[src/hw/etc_pkg.sv]
`default_nettype none
// shared constants and types for the elapsed-time serial clock
package etc_pkg;
	// system clock and power-up hold
	localparam int unsigned CLK_HZ        = 20_000_000;
	localparam int unsigned HOLD_MS       = 150;
	localparam int unsigned HOLD_CYC      = HOLD_MS * (CLK_HZ / 1000);
	localparam int unsigned HOLD_CW       = 22;

	// rates derived from the 400-cps timing pulse
	localparam int unsigned IN_CPS        = 400;
	localparam int unsigned GATE_CPS      = 2;
	localparam int unsigned SHIFT_CPS     = 50;
	localparam int unsigned GATE_DUTY_PCT = 80;
	localparam logic [7:0]  GATE_PERIOD   = 8'(IN_CPS / GATE_CPS);
	localparam logic [7:0]  GATE_HIGH     = 8'(IN_CPS / GATE_CPS * GATE_DUTY_PCT / 100);
	localparam logic [7:0]  SHIFT_MASK    = 8'(IN_CPS / SHIFT_CPS - 1);
	localparam logic [2:0]  SYM_LAST      = 3'(IN_CPS / SHIFT_CPS - 1);
	localparam logic [2:0]  SYM_HALF      = 3'(IN_CPS / SHIFT_CPS / 2);

	// word and buffer geometry
	localparam int          STAGES        = 20;
	localparam int          FIFO_DEPTH    = 8;

	// divider outputs that travel together
	typedef struct packed
	{
		logic gate;
		logic shift;
		logic first;
	} etc_div_s;

	// hold then run, gray along the path
	typedef enum logic [1:0]
	{
		ST_HOLD = 2'b00,
		ST_RUN  = 2'b01
	} etc_state_e;
endpackage
`default_nettype wire

[src/hw/etc_fifo.sv]
`timescale 1ns/1ns
`default_nettype none
// small synchronous fifo with valid/ready on both sides
module etc_fifo #(
	parameter int W     = 1,
	parameter int DEPTH = 8
) (
	input  wire logic         clk,
	input  wire logic         rst,
	input  wire logic         in_valid,
	output logic              in_ready,
	input  wire logic [W-1:0] in_data,
	output logic              out_valid,
	input  wire logic         out_ready,
	output logic [W-1:0]      out_data
);
	localparam int AW = (DEPTH > 1) ? $clog2(DEPTH) : 1;

	logic [W-1:0]  mem [DEPTH];
	logic [AW-1:0] wr_ptr;
	logic [AW-1:0] rd_ptr;
	logic [AW:0]   count;
	wire           push;
	wire           pop;

	// pointer step with wrap for any depth
	function automatic logic [AW-1:0] step(input logic [AW-1:0] p);
		step = (p == AW'(DEPTH - 1)) ? '0 : AW'(p + 1'b1);
	endfunction

	// handshake and flags
	assign in_ready  = (count != (AW+1)'(DEPTH));
	assign out_valid = (count != '0);
	assign out_data  = mem[rd_ptr];
	assign push      = in_valid & in_ready;
	assign pop       = out_valid & out_ready;

	// storage write
	always_ff @(posedge clk)
	begin
		if (push)
			mem[wr_ptr] <= in_data;
	end

	// pointers and fill level
	always_ff @(posedge clk)
	begin
		if (rst)
		begin
			wr_ptr <= '0;
			rd_ptr <= '0;
			count  <= '0;
		end
		else
		begin
			if (push)
				wr_ptr <= step(wr_ptr);
			if (pop)
				rd_ptr <= step(rd_ptr);
			if (push & ~pop)
				count <= count + 1'b1;
			else if (pop & ~push)
				count <= count - 1'b1;
		end
	end
endmodule
`default_nettype wire

[src/hw/etc_time_clock.sv]
`timescale 1ns/1ns
`default_nettype none
// Behaviour
// - count half-seconds since power, 2^20 capacity
// - one serial 20-bit gray word per half-second
// - time word leads each telemetry frame
// - hold divider, register, mode cleared ~150 ms
// - divide to 2-cps 80% gate, 50-cps pulses
// - twenty shift pulses per 400 ms envelope
// - gate also routed to GATE_2CPS output
// - 20-stage register counts and shifts out
// - last stage feeds first, optional inversion
// - mode flip-flop enables or stops inversion
// - formatter turns nrz stream into rz
// - one is high level, zero is low
module etc_time_clock #(
	parameter int unsigned HOLD_CYCLES = etc_pkg::HOLD_CYC,
	parameter int          STAGES      = etc_pkg::STAGES,
	parameter int          DEPTH       = etc_pkg::FIFO_DEPTH
) (
	input  wire logic CLK,
	input  wire logic SYS_RST,
	input  wire logic PULSE_400,
	output logic      SER_OUT,
	output logic      GATE_2CPS,
	output logic      HOLD
);
	import etc_pkg::*;

	etc_state_e        state;
	etc_state_e        next_state;
	logic [HOLD_CW-1:0] hold_cnt;
	logic [7:0]        phase;
	logic [STAGES-1:0] sreg;
	logic [STAGES-1:0] word;
	logic              mode;
	logic              pend_v;
	logic              pend_bit;
	logic              sym_act;
	logic              sym_bit;
	logic [2:0]        sym_tick;
	logic [4:0]        shift_cnt;
	logic [STAGES-1:0] prev_count;
	etc_div_s          div;
	wire               running;
	wire               tick;
	wire               hold_done;
	wire               clr;
	wire               eff_mode;
	wire               out_bit;
	wire               in_bit;
	wire               next_mode;
	wire [STAGES-1:0]  count_bin;
	wire [STAGES-1:0]  gray_now;
	wire [STAGES-1:0]  gray_prev;
	wire               fifo_in_ready;
	wire               fifo_out_v;
	wire [0:0]         fifo_out_d;
	wire               fmt_ready;
	wire               next_ser;

	// register stage order to binary value, stage 20 is the lsb
	function automatic logic [STAGES-1:0] to_bin(input logic [STAGES-1:0] r);
		for (int i = 0; i < STAGES; i++)
			to_bin[i] = r[STAGES-1-i];
	endfunction

	// binary to reflected gray
	function automatic logic [STAGES-1:0] to_gray(input logic [STAGES-1:0] b);
		to_gray = b ^ (b >> 1);
	endfunction

	// run state and tick qualification
	assign running   = (state == ST_RUN);
	assign tick      = running & PULSE_400;
	assign hold_done = (hold_cnt == HOLD_CW'(HOLD_CYCLES - 1));
	assign clr       = SYS_RST | ~running;

	// hold then run sequencing
	always_comb
	begin
		case (state)
			ST_HOLD: next_state = hold_done ? ST_RUN : ST_HOLD;
			ST_RUN:  next_state = ST_RUN;
			default: next_state = ST_HOLD;
		endcase
	end

	always_ff @(posedge CLK)
	begin
		if (SYS_RST)
			state <= ST_HOLD;
		else
			state <= next_state;
	end

	always_ff @(posedge CLK)
	begin
		if (SYS_RST)
			hold_cnt <= '0;
		else if ((state == ST_HOLD) && !hold_done)
			hold_cnt <= hold_cnt + 1'b1;
	end

	assign div.gate  = running & (phase < GATE_HIGH);
	assign div.shift = tick & div.gate & ((phase & SHIFT_MASK) == 8'h00);
	assign div.first = div.shift & (phase == 8'h00);

	// divide by 200 on the timing pulse
	always_ff @(posedge CLK)
	begin
		if (clr)
			phase <= 8'h00;
		else if (tick)
			phase <= (phase == GATE_PERIOD - 8'h01) ? 8'h00 : phase + 8'h01;
	end

	assign out_bit   = sreg[STAGES-1];
	assign eff_mode  = div.first | mode;
	assign in_bit    = eff_mode ? ~out_bit : out_bit;
	// stop inverting after a zero passes
	assign next_mode = eff_mode & out_bit;
	assign count_bin = to_bin(sreg);
	assign gray_now  = to_gray(count_bin);
	assign gray_prev = to_gray(prev_count);

	// burst register shifts on each shift pulse
	always_ff @(posedge CLK)
	begin
		if (clr)
			sreg <= '0;
		else if (div.shift)
			sreg <= {sreg[STAGES-2:0], in_bit};
	end

	always_ff @(posedge CLK)
	begin
		if (clr)
			mode <= 1'b0;
		else if (div.shift)
			mode <= next_mode;
	end

	// snapshot gray word, send msb first
	always_ff @(posedge CLK)
	begin
		if (clr)
		begin
			word     <= '0;
			pend_bit <= 1'b0;
		end
		else if (div.first)
		begin
			word     <= gray_now << 1;
			pend_bit <= gray_now[STAGES-1];
		end
		else if (div.shift)
		begin
			word     <= word << 1;
			pend_bit <= word[STAGES-1];
		end
	end

	// pending bit waits for fifo space
	always_ff @(posedge CLK)
	begin
		if (clr)
			pend_v <= 1'b0;
		else if (div.shift)
			pend_v <= 1'b1;
		else if (fifo_in_ready)
			pend_v <= 1'b0;
	end

	// bit buffer between register and formatter
	etc_fifo #(
		.W     (1),
		.DEPTH (DEPTH)
	) u_fifo (
		.clk       (CLK),
		.rst       (clr),
		.in_valid  (pend_v),
		.in_ready  (fifo_in_ready),
		.in_data   (pend_bit),
		.out_valid (fifo_out_v),
		.out_ready (fmt_ready),
		.out_data  (fifo_out_d)
	);

	// formatter takes one bit per symbol
	assign fmt_ready = running & ~sym_act;

	always_ff @(posedge CLK)
	begin
		if (clr)
		begin
			sym_act  <= 1'b0;
			sym_bit  <= 1'b0;
			sym_tick <= 3'h0;
		end
		else if (fmt_ready & fifo_out_v)
		begin
			sym_act  <= 1'b1;
			sym_bit  <= fifo_out_d[0];
			sym_tick <= 3'h0;
		end
		else if (sym_act & tick)
		begin
			if (sym_tick == SYM_LAST)
				sym_act <= 1'b0;
			sym_tick <= sym_tick + 3'h1;
		end
	end

	// high for first half of symbol
	assign next_ser = sym_act & sym_bit & (sym_tick < SYM_HALF);

	always_ff @(posedge CLK)
	begin
		if (SYS_RST)
		begin
			SER_OUT   <= 1'b0;
			GATE_2CPS <= 1'b0;
			HOLD      <= 1'b1;
		end
		else
		begin
			SER_OUT   <= next_ser;
			GATE_2CPS <= div.gate;
			HOLD      <= ~running;
		end
	end

	// checking helpers: shifts per gate and count before burst
	always_ff @(posedge CLK)
	begin
		if (clr)
		begin
			shift_cnt  <= 5'h00;
			prev_count <= '0;
		end
		else if (div.first)
		begin
			shift_cnt  <= 5'h01;
			prev_count <= count_bin;
		end
		else if (div.shift)
			shift_cnt <= shift_cnt + 5'h01;
	end
endmodule
`default_nettype wire

[config.mk]
export PLATFORM = sky130hd
export DESIGN_NAME = etc_time_clock
export DESIGN_NICKNAME = d
export VERILOG_FILES = /design/src/hw/etc_pkg.sv /design/src/hw/etc_fifo.sv /design/src/hw/etc_time_clock.sv
export SDC_FILE = /design/constraint.sdc
export NUM_CORES = 1
export LEC_CHECK = 0
export ABC_AREA = 0
export BUFFER_PORTS_ARGS = -buffer_cell sky130_fd_sc_hd__buf_2
export CELL_PAD_IN_SITES_DETAIL_PLACEMENT = 1
export CELL_PAD_IN_SITES_GLOBAL_PLACEMENT = 2
export CORE_UTILIZATION = 39
export DETAILED_ROUTE_END_ITERATION = 6
export GPL_TIMING_DRIVEN = 0
export PLACE_DENSITY = 0.76
export SYNTH_ARGS = -nofsm -noshare
export SYNTH_HDL_FRONTEND = slang
export SYNTH_SLANG_ARGS = --single-unit
[constraint.sdc]
create_clock -name CLK -period 3.81 [get_ports CLK]
set_input_delay 0.381 -clock CLK [delete_from_list [all_inputs] [get_ports CLK]]
set_output_delay 0.381 -clock CLK [all_outputs]
set_load 0.03 [all_outputs]
==> results of run 1 <==
==> area by class of cell <==
cell class | instances | area [µm²] | share of cell area
Multi-Input combinational cell | 380 | 2290 | 0.457
Sequential cell | 99 | 2060 | 0.412
Clock buffer | 12 | 246 | 0.0493
Tap cell | 140 | 175 | 0.0350
Buffer | 26 | 120 | 0.0240
Clock inverter | 4 | 48.8 | 0.00976
Inverter | 10 | 37.5 | 0.00751
Timing Repair Buffer | 5 | 25.0 | 0.00500
==> registers in the layout, summed over array words and instances, names as in the netlist <==
signal,count
GATE_2CPS,1
u_fifo.wr_ptr,3
pend_v,1
u_fifo.count,4
u_fifo.mem,8
HOLD,1
sym_tick,3
SER_OUT,1
state,1
phase,8
hold_cnt,22
u_fifo.rd_ptr,3
sym_bit,1
pend_bit,1
sym_act,1
mode,1
word,19
sreg,20
==> cells in the final DEF (no fill, tap or decap), types with 2 or more instances in the layout <==
cell type and n:
or3_2 3, clkinv_2 2, nand2_1 103, nand4_1 8
mux4_2 2, nor2_1 40, nor4b_1 2, xnor2_1 33
nor2b_1 2, mux2i_1 6, a21o_1 3, clkbuf_1 17
clkbuf_8 2, nand2b_1 4, clkbuf_16 9, or3_1 11
o211ai_1 18, dfxtp_1 91, inv_1 10, a21oi_1 63
buf_2 12, edfxtp_1 8, buf_1 2, a211oi_1 4
o21ai_0 10, and3_1 2, nand3_1 11, ha_1 13
nor4_1 2, nor3_2 2, nor3_1 9, xor2_1 6
==> cell usage after synthesis, types with 2 or more instances <==
library cell,n,share of area
a21o_1,3,0.0050
clkbuf_1,15,0.012
buf_2,7,0.0078
o21ai_0,10,0.011
inv_1,10,0.0083
and3_1,2,0.0028
a211oi_1,4,0.0067
nand4_1,8,0.011
mux2i_1,6,0.013
nand2b_1,4,0.0056
edfxtp_1,8,0.053
nor4b_1,2,0.0039
o211ai_1,18,0.030
nand2_1,103,0.086
nor4_1,2,0.0028
or3_1,11,0.015
xnor2_1,33,0.064
buf_1,2,0.0017
ha_1,13,0.036
nor3_1,9,0.010
or3_2,3,0.0050
dfxtp_1,91,0.40
a21oi_1,63,0.070
nor2_1,40,0.033
nor2b_1,2,0.0028
nor3_2,2,0.0044
mux4_2,2,0.010
xor2_1,6,0.012
nand3_1,11,0.012
==> where the power goes <==
group / internal, W / switching (W) / total (W)
sequential: 0.00105 / 0.00000389 / 0.00105
combinational: 0.00000508 / 0.0000104 / 0.0000155
clock: 0.000528 / 0.000391 / 0.000919
total: 0.00158 / 0.000406 / 0.00199
==> cell families (layout without fill, tap and decap cells) <==
| logic type | after synthesis | after routing | synth area share |
|---|---|---|---|
| simple gates | 213 | 213 | 0.228 |
| compound gates | 105 | 105 | 0.137 |
| flops | 99 | 99 | 0.458 |
| xor+xnor | 39 | 39 | 0.0758 |
| buf+inv | 36 | 57 | 0.0350 |
| fa+ha+maj | 14 | 14 | 0.0405 |
| mux | 9 | 9 | 0.0258 |
==> metrics by stage <==
step,total power [W],setup WS [ns],std cells,util
final,0.00199,0.731,676,0.453
after floorplan,0.00108,1.07,515,-
after CTS,0.00202,0.703,676,0.453
after global routing,0.00206,0.479,676,0.453
after global placement,0.00109,0.811,660,0.427
after detailed placement,0.00109,0.750,660,0.427
==> worst paths after layout <==
| path | slack (ns) | cells after the start | endpoint | startpoint |
|---|---|---|---|---|
| max reg2reg | 0.73 | 12 | u_fifo.count[3] | u_fifo.count[0] |
| min | 0.37 | 3 | phase[1] | PULSE_400 |
| max | 0.73 | 12 | u_fifo.count[3] | u_fifo.count[0] |
| min reg2reg | 0.46 | 2 | word[16] | word[16] |
==> worst register-to-register path, delay by kind of cell (launching register included) <==
kind / cells / cell delay [ns]
AND/OR/NAND/NOR: 3 / 1.02
AO/OA/AOI/OAI: 3 / 0.48
adder cells (fa/ha/maj): 2 / 0.54
flip-flops: 1 / 0.37
XOR/XNOR: 1 / 0.09
buffers and inverters: 3 / 0.49
==> layer usage <==
metal  part of all wire  vias to the layer above  global-route usage
li1                   -                     1815                   -
met1               0.45                     1683               0.211
met2               0.51                       20               0.346
met3              0.027                       10              0.0569
met4              0.011                        0              0.0571
met5                  0                        -                   0
==> flow_summary.toml, run 1 <==
[global_route]
grtUsageTotal = 0.190
grt_antenna_before_repair = 0
grt_max_degree = 16
grt_pass1_wl_um = 17300
grt_pass1_vias = 3593
grt-ovfl-total = 0

[cts]
cts.sinks = 99
clkTransAtPathRegs_ns = 0.07
h-tree-depth = 3
cts_buffers = 9
cts_resized = 0
cts_hold_buf = 0
clk_path_buf_depth = 2
postCtsSetupBuffers = 0
clock_latency_ns = 0.35
cts_tree = "done"
cts_root_buf = "clkbuf_16"

[synthesis]
synth-seq-cells = 99
synth-async-reset-ratio = 0
synthCells = 515
syn_area_per_cell_um2 = 8.75
yosysSeqAreaShare = 0.458
synth_fp_nets = 532
synth_edf_count = 8
ys_warn_count = 0
ys_dominant_reg_cell = "dfxtp_1"
netlist_area_um2 = 4510
yosysUniqueCellTypes = 54

[cells_and_area]
layout-drive-gt1-share = 0.0858
final_area_um2 = 5000
nets = 548
n_antenna_cell = 0
num-fill-cells = 1310
syn2layout_area_growth_pct = 11.0

[placement]
portBuffers = 5
place_area_um2 = 4710
hpwl_um = 7370
gp_congestion = 0.739

[worst_setup_path]
critPathArrivalTime_ns = 3.36
crit_required_ns = 4.09
cp_max_fo = 6
path_buf_inv = 3
path_cells = "or4_1 > and3b_1 > clkbuf_1 > inv_1 > ha_1 > inv_1 > ha_1 > a21o_1 > a21oi_1 > xnor2_1 > or3_1 > a21oi_1"
cp_top_family = "simple AND/OR/NAND/NOR gates"
crit_type = "flop to flop"
startpoint_type = "flop"
cp_slowest_cell = "or4_1"
crit_path_max_incr_delay_ns = 0.53
crit_path_end_kind = "flop"

[timing]
skew_ns = 0.00577
worst_slew_pin_slew_ns = 0.639
final_hold_viol_count = 0
fin_crit_sh = 0.808
finalCriticalPeriod_ns = 3.08
fin_tns_setup_ns = 0
rsz0062_at_grt = "no"
relSlewSlack = 0.571
max_freq_mhz = 325
setup_viol = 0
final_max_slew_viol_count = 0
whs_ns = 0.369

[worst_hold_path]
hold_class = "primary input to flop"

[detailed_routing]
wl_per_cell_um = 15.2
drt-vias-per-instance = 5.22
route.detailed.drc = 0
drt_iter0_markers = 80
wirelength_um = 10300
num_vias = 3528
first_pass_iters = 4
ant_nets = 0

[die]
start_util = 0.408
die-area_um2 = 12000
rows = 38
core_area_um2 = 11000
chipHeight_um = 109
dieWidth_um = 109
pin_count = 6

[pwr]
ir_drop_uv = 319
power.leakage_nw = 1.68
p_per_area_nw_per_um2 = 397

[status]
status = "finished, final reports clean"

[job]
maxCapViolCount = 0
(Power assumes the default switching activity.)
==> run 2, diff against run 1 <==
--- a/config.mk
+++ b/config.mk
@@ -9,10 +9,10 @@
 export BUFFER_PORTS_ARGS = -buffer_cell sky130_fd_sc_hd__buf_2
 export CELL_PAD_IN_SITES_DETAIL_PLACEMENT = 1
 export CELL_PAD_IN_SITES_GLOBAL_PLACEMENT = 2
-export CORE_UTILIZATION = 39
+export CORE_UTILIZATION = 35
 export DETAILED_ROUTE_END_ITERATION = 6
 export GPL_TIMING_DRIVEN = 0
-export PLACE_DENSITY = 0.76
+export PLACE_DENSITY = 0.72
 export SYNTH_ARGS = -nofsm -noshare
 export SYNTH_HDL_FRONTEND = slang
 export SYNTH_SLANG_ARGS = --single-unit
==> constraint.sdc (replaced) <==
create_clock -name CLK -period 2.7 [get_ports CLK]
set_input_delay 0.27 -clock CLK [delete_from_list [all_inputs] [get_ports CLK]]
set_output_delay 0.27 -clock CLK [all_outputs]
set_load 0.03 [all_outputs]
==> flow_summary.toml, run 2 (same netlist as run 1, synthesis figures left out) <==
[die]
core_area_um2 = 12600
dieWidth_um = 115
die-area_um2 = 13300
start_util = 0.358
pin_count = 6
chipHeight_um = 115
rows = 41

[timing]
timing.final.ws_setup_ns = 0.117
final_max_slew_viol_count = 0
finalCriticalPeriod_ns = 2.58
relSlewSlack = 0.566
skew_ns = 0.0103
max_freq_mhz = 387
worst_slew_pin_slew_ns = 0.647
setup_viol = 0
whs_ns = 0.230
fin_crit_sh = 0.957
final_hold_viol_count = 0
rsz0062_at_grt = "no"

[worst_setup_path]
startpoint_type = "flop"
crit_required_ns = 2.99
cp_max_fo = 5
critPathArrivalTime_ns = 2.87
crit_path_end_kind = "flop"
crit_type = "flop to flop"

[cts]
cts_hold_buf = 0
clk_path_buf_depth = 2
cts_buffers = 9
clkTransAtPathRegs_ns = 0.07
cts_tree = "done"
cts.sinks = 99
h-tree-depth = 3
clock_latency_ns = 0.36
cts_root_buf = "clkbuf_16"

[pwr]
ir_drop_uv = 269
p_switching_w = 0.000610
power_w = 0.00293
p_per_area_nw_per_um2 = 571
p_seq_frac = 0.506
internal-power_w = 0.00232
p_clk_frac = 0.487
combPwrFrac = 0.007
switching_share = 0.208
power.leakage_nw = 1.72

[detailed_routing]
dr_wl_met2_um = 4680
wirelength_um = 10400
dr_wl_met3_um = 238
first_pass_iters = 4
highest_layer = "met4"
drt-vias-per-instance = 4.97
drt_iter0_markers = 129
ant_nets = 0
num_vias = 3534
wl_per_cell_um = 14.6
route.detailed.drc = 0
wl_met1_um = 5290

[job]
maxCapViolCount = 0

[status]
status = "finished, final reports clean"

[global_route]
grt_pass1_vias = 3594
grt_pass1_wl_um = 17400
grt_antenna_before_repair = 0
grt_max_degree = 17
grt-ovfl-total = 0
grtUsageTotal = 0.170

[cells_and_area]
regMostFlops = "hold_cnt"
largest_reg_flops = 22
utilization = 0.409
layout-drive-gt1-share = 0.113
nets = 551
layout_commonest_cell = "nand2_1"
layout_common_cells = "nand2_1, dfxtp_1, a21oi_1"
reg_top3 = "hold_cnt: 22 flops, sreg: 20 flops, word: 19 flops"
n_antenna_cell = 0
syn2layout_area_growth_pct = 14.1

[placement]
dp_slack_ns = -0.261
hpwl_um = 7430
gp_congestion = 0.725
portBuffers = 5

[worst_hold_path]
hold_class = "primary input to flop"
-- run 2: cell types whose count changed in the layout (fill, tap and decap cells not counted), sizes merged --
cell,change
clkbuf,-3
clkinv,+1
inv,-1
bufinv,+1
buf,+4
clkinvlp,+1
-- run 2: critical path: stages (launching register included) --
cell and delay [ns]:
dfxtp_4 0.37, or4_4 0.53, and3b_2 0.24, inv_2 0.08
ha_4 0.14, inv_2 0.06, ha_4 0.23, a21o_1 0.16
a21oi_2 0.13, xnor2_1 0.10, or3_1 0.36, a21oi_1 0.11
-- run 2: path summary, 6_finish.rpt --
check	depth (start not counted)	startpoint	slack (ns)	to
min	3	PULSE_400	0.23	phase[1]
max reg2reg	11	u_fifo.count[0]	0.12	u_fifo.count[3]
max	11	u_fifo.count[0]	0.12	u_fifo.count[3]
min reg2reg	2	word[9]	0.45	word[9]
-- run 2: cell type report --
class                   count  area, µm²
flip-flops and latches     99       2070
fillers                  1481       7430
inverters                  10       37.5
repair buffers              9       55.1
clock buffers              10        239
clock inverters             6       88.8
plain buffers              25        116
multi-input cells         380       2320
well taps                 172        215
-- run 2: what timing repair did --
action | in CTS | in global routing
gates resized for setup | 6 | 5
setup endpoints to repair | 1 | 1
setup buffers | 2 | 2
pin swaps | 0 | 5
hold endpoints to repair | 0 | 0
-- run 2: layer usage --
metal / vias up / GRT usage
li1: 1818 / -
met1: 1679 / 0.227
met2: 21 / 0.265
met3: 16 / 0.0345
met4: 0 / 0.0762
met5: - / 0
-- run 2: power groups by stage --
| stage | Clock [W] | Combinational, W | Sequential, W |
|---|---|---|---|
| 2_1_floorplan | 0 | 0.0000136 | 0.00152 |
| 4_1_cts | 0.00147 | 0.0000220 | 0.00148 |
| 3_5_place_dp | 0 | 0.0000218 | 0.00152 |
| 6_report | 0.00143 | 0.0000215 | 0.00148 |
| 3_3_place_gp | 0 | 0.0000214 | 0.00152 |
| 5_1_grt | 0.00152 | 0.0000244 | 0.00148 |
-- run 2: metrics by stage --
stage | TNS (ns) | instance area [µm²] | cells
final | 0 | 5140 | 711
after global routing | 0 | 5140 | 711
after CTS | 0 | 5090 | 709
after detailed placement | -0.261 | 4750 | 692
after global placement | -0.241 | 4750 | 692
after floorplan | 0 | 4510 | 515
==> run 3, diff against run 2 <==
--- a/config.mk
+++ b/config.mk
@@ -9,10 +9,10 @@
 export BUFFER_PORTS_ARGS = -buffer_cell sky130_fd_sc_hd__buf_2
 export CELL_PAD_IN_SITES_DETAIL_PLACEMENT = 1
 export CELL_PAD_IN_SITES_GLOBAL_PLACEMENT = 2
-export CORE_UTILIZATION = 35
+export CORE_UTILIZATION = 27
 export DETAILED_ROUTE_END_ITERATION = 6
 export GPL_TIMING_DRIVEN = 0
-export PLACE_DENSITY = 0.72
+export PLACE_DENSITY = 0.58
 export SYNTH_ARGS = -nofsm -noshare
 export SYNTH_HDL_FRONTEND = slang
 export SYNTH_SLANG_ARGS = --single-unit
==> flow_summary.toml, run 3 (same netlist as run 1, synthesis figures left out) <==
[timing]
final_max_slew_viol_count = 0
skew_ns = 0.00566
final_hold_viol_count = 0
setup_viol = 0
worst_slew_pin_slew_ns = 0.681
whs_ns = 0.263
finalCriticalPeriod_ns = 2.55
fin_crit_sh = 0.943
relSlewSlack = 0.543
max_freq_mhz = 393
rsz0062_at_grt = "no"

[detailed_routing]
route.detailed.drc = 0
wirelength_um = 10800
first_pass_iters = 4
drt-vias-per-instance = 4.73
drt_iter0_markers = 82
num_vias = 3575
ant_nets = 0
wl_per_cell_um = 14.3

[worst_setup_path]
critPathArrivalTime_ns = 2.83
startpoint_type = "flop"
crit_type = "flop to flop"
crit_required_ns = 2.98
crit_path_end_kind = "flop"
cp_max_fo = 5

[cells_and_area]
layout-drive-gt1-share = 0.117
layout_commonest_cell = "nand2_1"
regMostFlops = "hold_cnt"
nets = 552
layout_common_cells = "nand2_1, dfxtp_1, a21oi_1"
utilization = 0.322
syn2layout_area_growth_pct = 15.3
largest_reg_flops = 22
n_antenna_cell = 0
num-fill-cells = 1934
multi_input_area_um2 = 2330
reg_top3 = "hold_cnt: 22 flops, sreg: 20 flops, word: 19 flops"
seqCellArea_um2 = 2070

[cts]
cts.sinks = 99
cts_buffers = 9
clk_path_buf_depth = 2
cts_root_buf = "clkbuf_16"
h-tree-depth = 3
clkTransAtPathRegs_ns = 0.07
clock_latency_ns = 0.35
cts_tree = "done"
cts_hold_buf = 0

[pwr]
p_per_area_nw_per_um2 = 552
power.leakage_nw = 1.71
ir_drop_uv = 291

[die]
core_area_um2 = 16100
rows = 46
dieWidth_um = 131
die-area_um2 = 17200
pin_count = 6
chipHeight_um = 131
start_util = 0.280

[placement]
portBuffers = 5
gp_congestion = 0.719
hpwl_um = 7620

[worst_hold_path]
hold_class = "primary input to flop"

[status]
status = "finished, final reports clean"

[global_route]
grtUsageTotal = 0.133
grt-ovfl-total = 0
grt_max_degree = 16
grt_pass1_vias = 3693
grt_pass1_wl_um = 18300
grt_antenna_before_repair = 0

[job]
maxCapViolCount = 0
run 3: worst paths after layout:
path / slack, ns / end / cells past startpoint / from
worst min register to register: 0.46 / word[7] / 2 / word[7]
worst min-delay path: 0.26 / phase[1] / 3 / PULSE_400
worst max-delay path: 0.15 / u_fifo.count[3] / 11 / u_fifo.count[0]
worst max register to register: 0.15 / u_fifo.count[3] / 11 / u_fifo.count[0]
run 3: metal layers:
metal / global-route usage / vias up / routed length, µm
li1: - / 1823 / -
met1: 0.146 / 1726 / 4870
met2: 0.246 / 16 / 5590
met3: 0.0316 / 10 / 181
met4: 0.0458 / 0 / 146
met5: 0 / - / 0
run 3: worst max-delay path: stages, from the launching register on:
cell,delay [ns]
dfxtp_4,0.36
or4_4,0.52
and3b_2,0.23
inv_2,0.08
ha_4,0.14
inv_2,0.06
ha_4,0.23
a21o_1,0.15
a21oi_2,0.13
xnor2_1,0.10
or3_1,0.37
a21oi_2,0.12
run 3: what timing repair did:
| item | CTS | global route |
|---|---|---|
| resized for setup | 5 | 7 |
| setup buffers | 2 | 3 |
| endpoints found under the hold margin | 0 | 0 |
| setup endpoints to repair | 1 | 1 |
| pin swaps | 0 | 5 |
run 3: area by class of cell:
class,instances,area share
Buffer,25,0.0224
Clock buffer,13,0.0520
Inverter,10,0.00723
Timing Repair Buffer,10,0.0120
Sequential cell,99,0.398
Multi-Input combinational cell,380,0.448
Tap cell,216,0.0520
Clock inverter,3,0.00867
run 3: metrics by stage:
step	area [µm²]	TNS [ns]	setup WS, ns	total power (W)	std cells
floorplan	4510	0	0.00651	0.00153	515
global placement	4800	-0.257	-0.257	0.00154	736
detailed placement	4800	-0.270	-0.270	0.00154	736
CTS	5140	0	0.00683	0.00293	753
global route	5190	0	0.0215	0.00299	756
finish	5190	0	0.154	0.00287	756
run 3: where the power goes:
group	internal (W)	switching, W
combinational	0.00000712	0.0000145
sequential	0.00148	0.00000533
clock	0.000795	0.000569
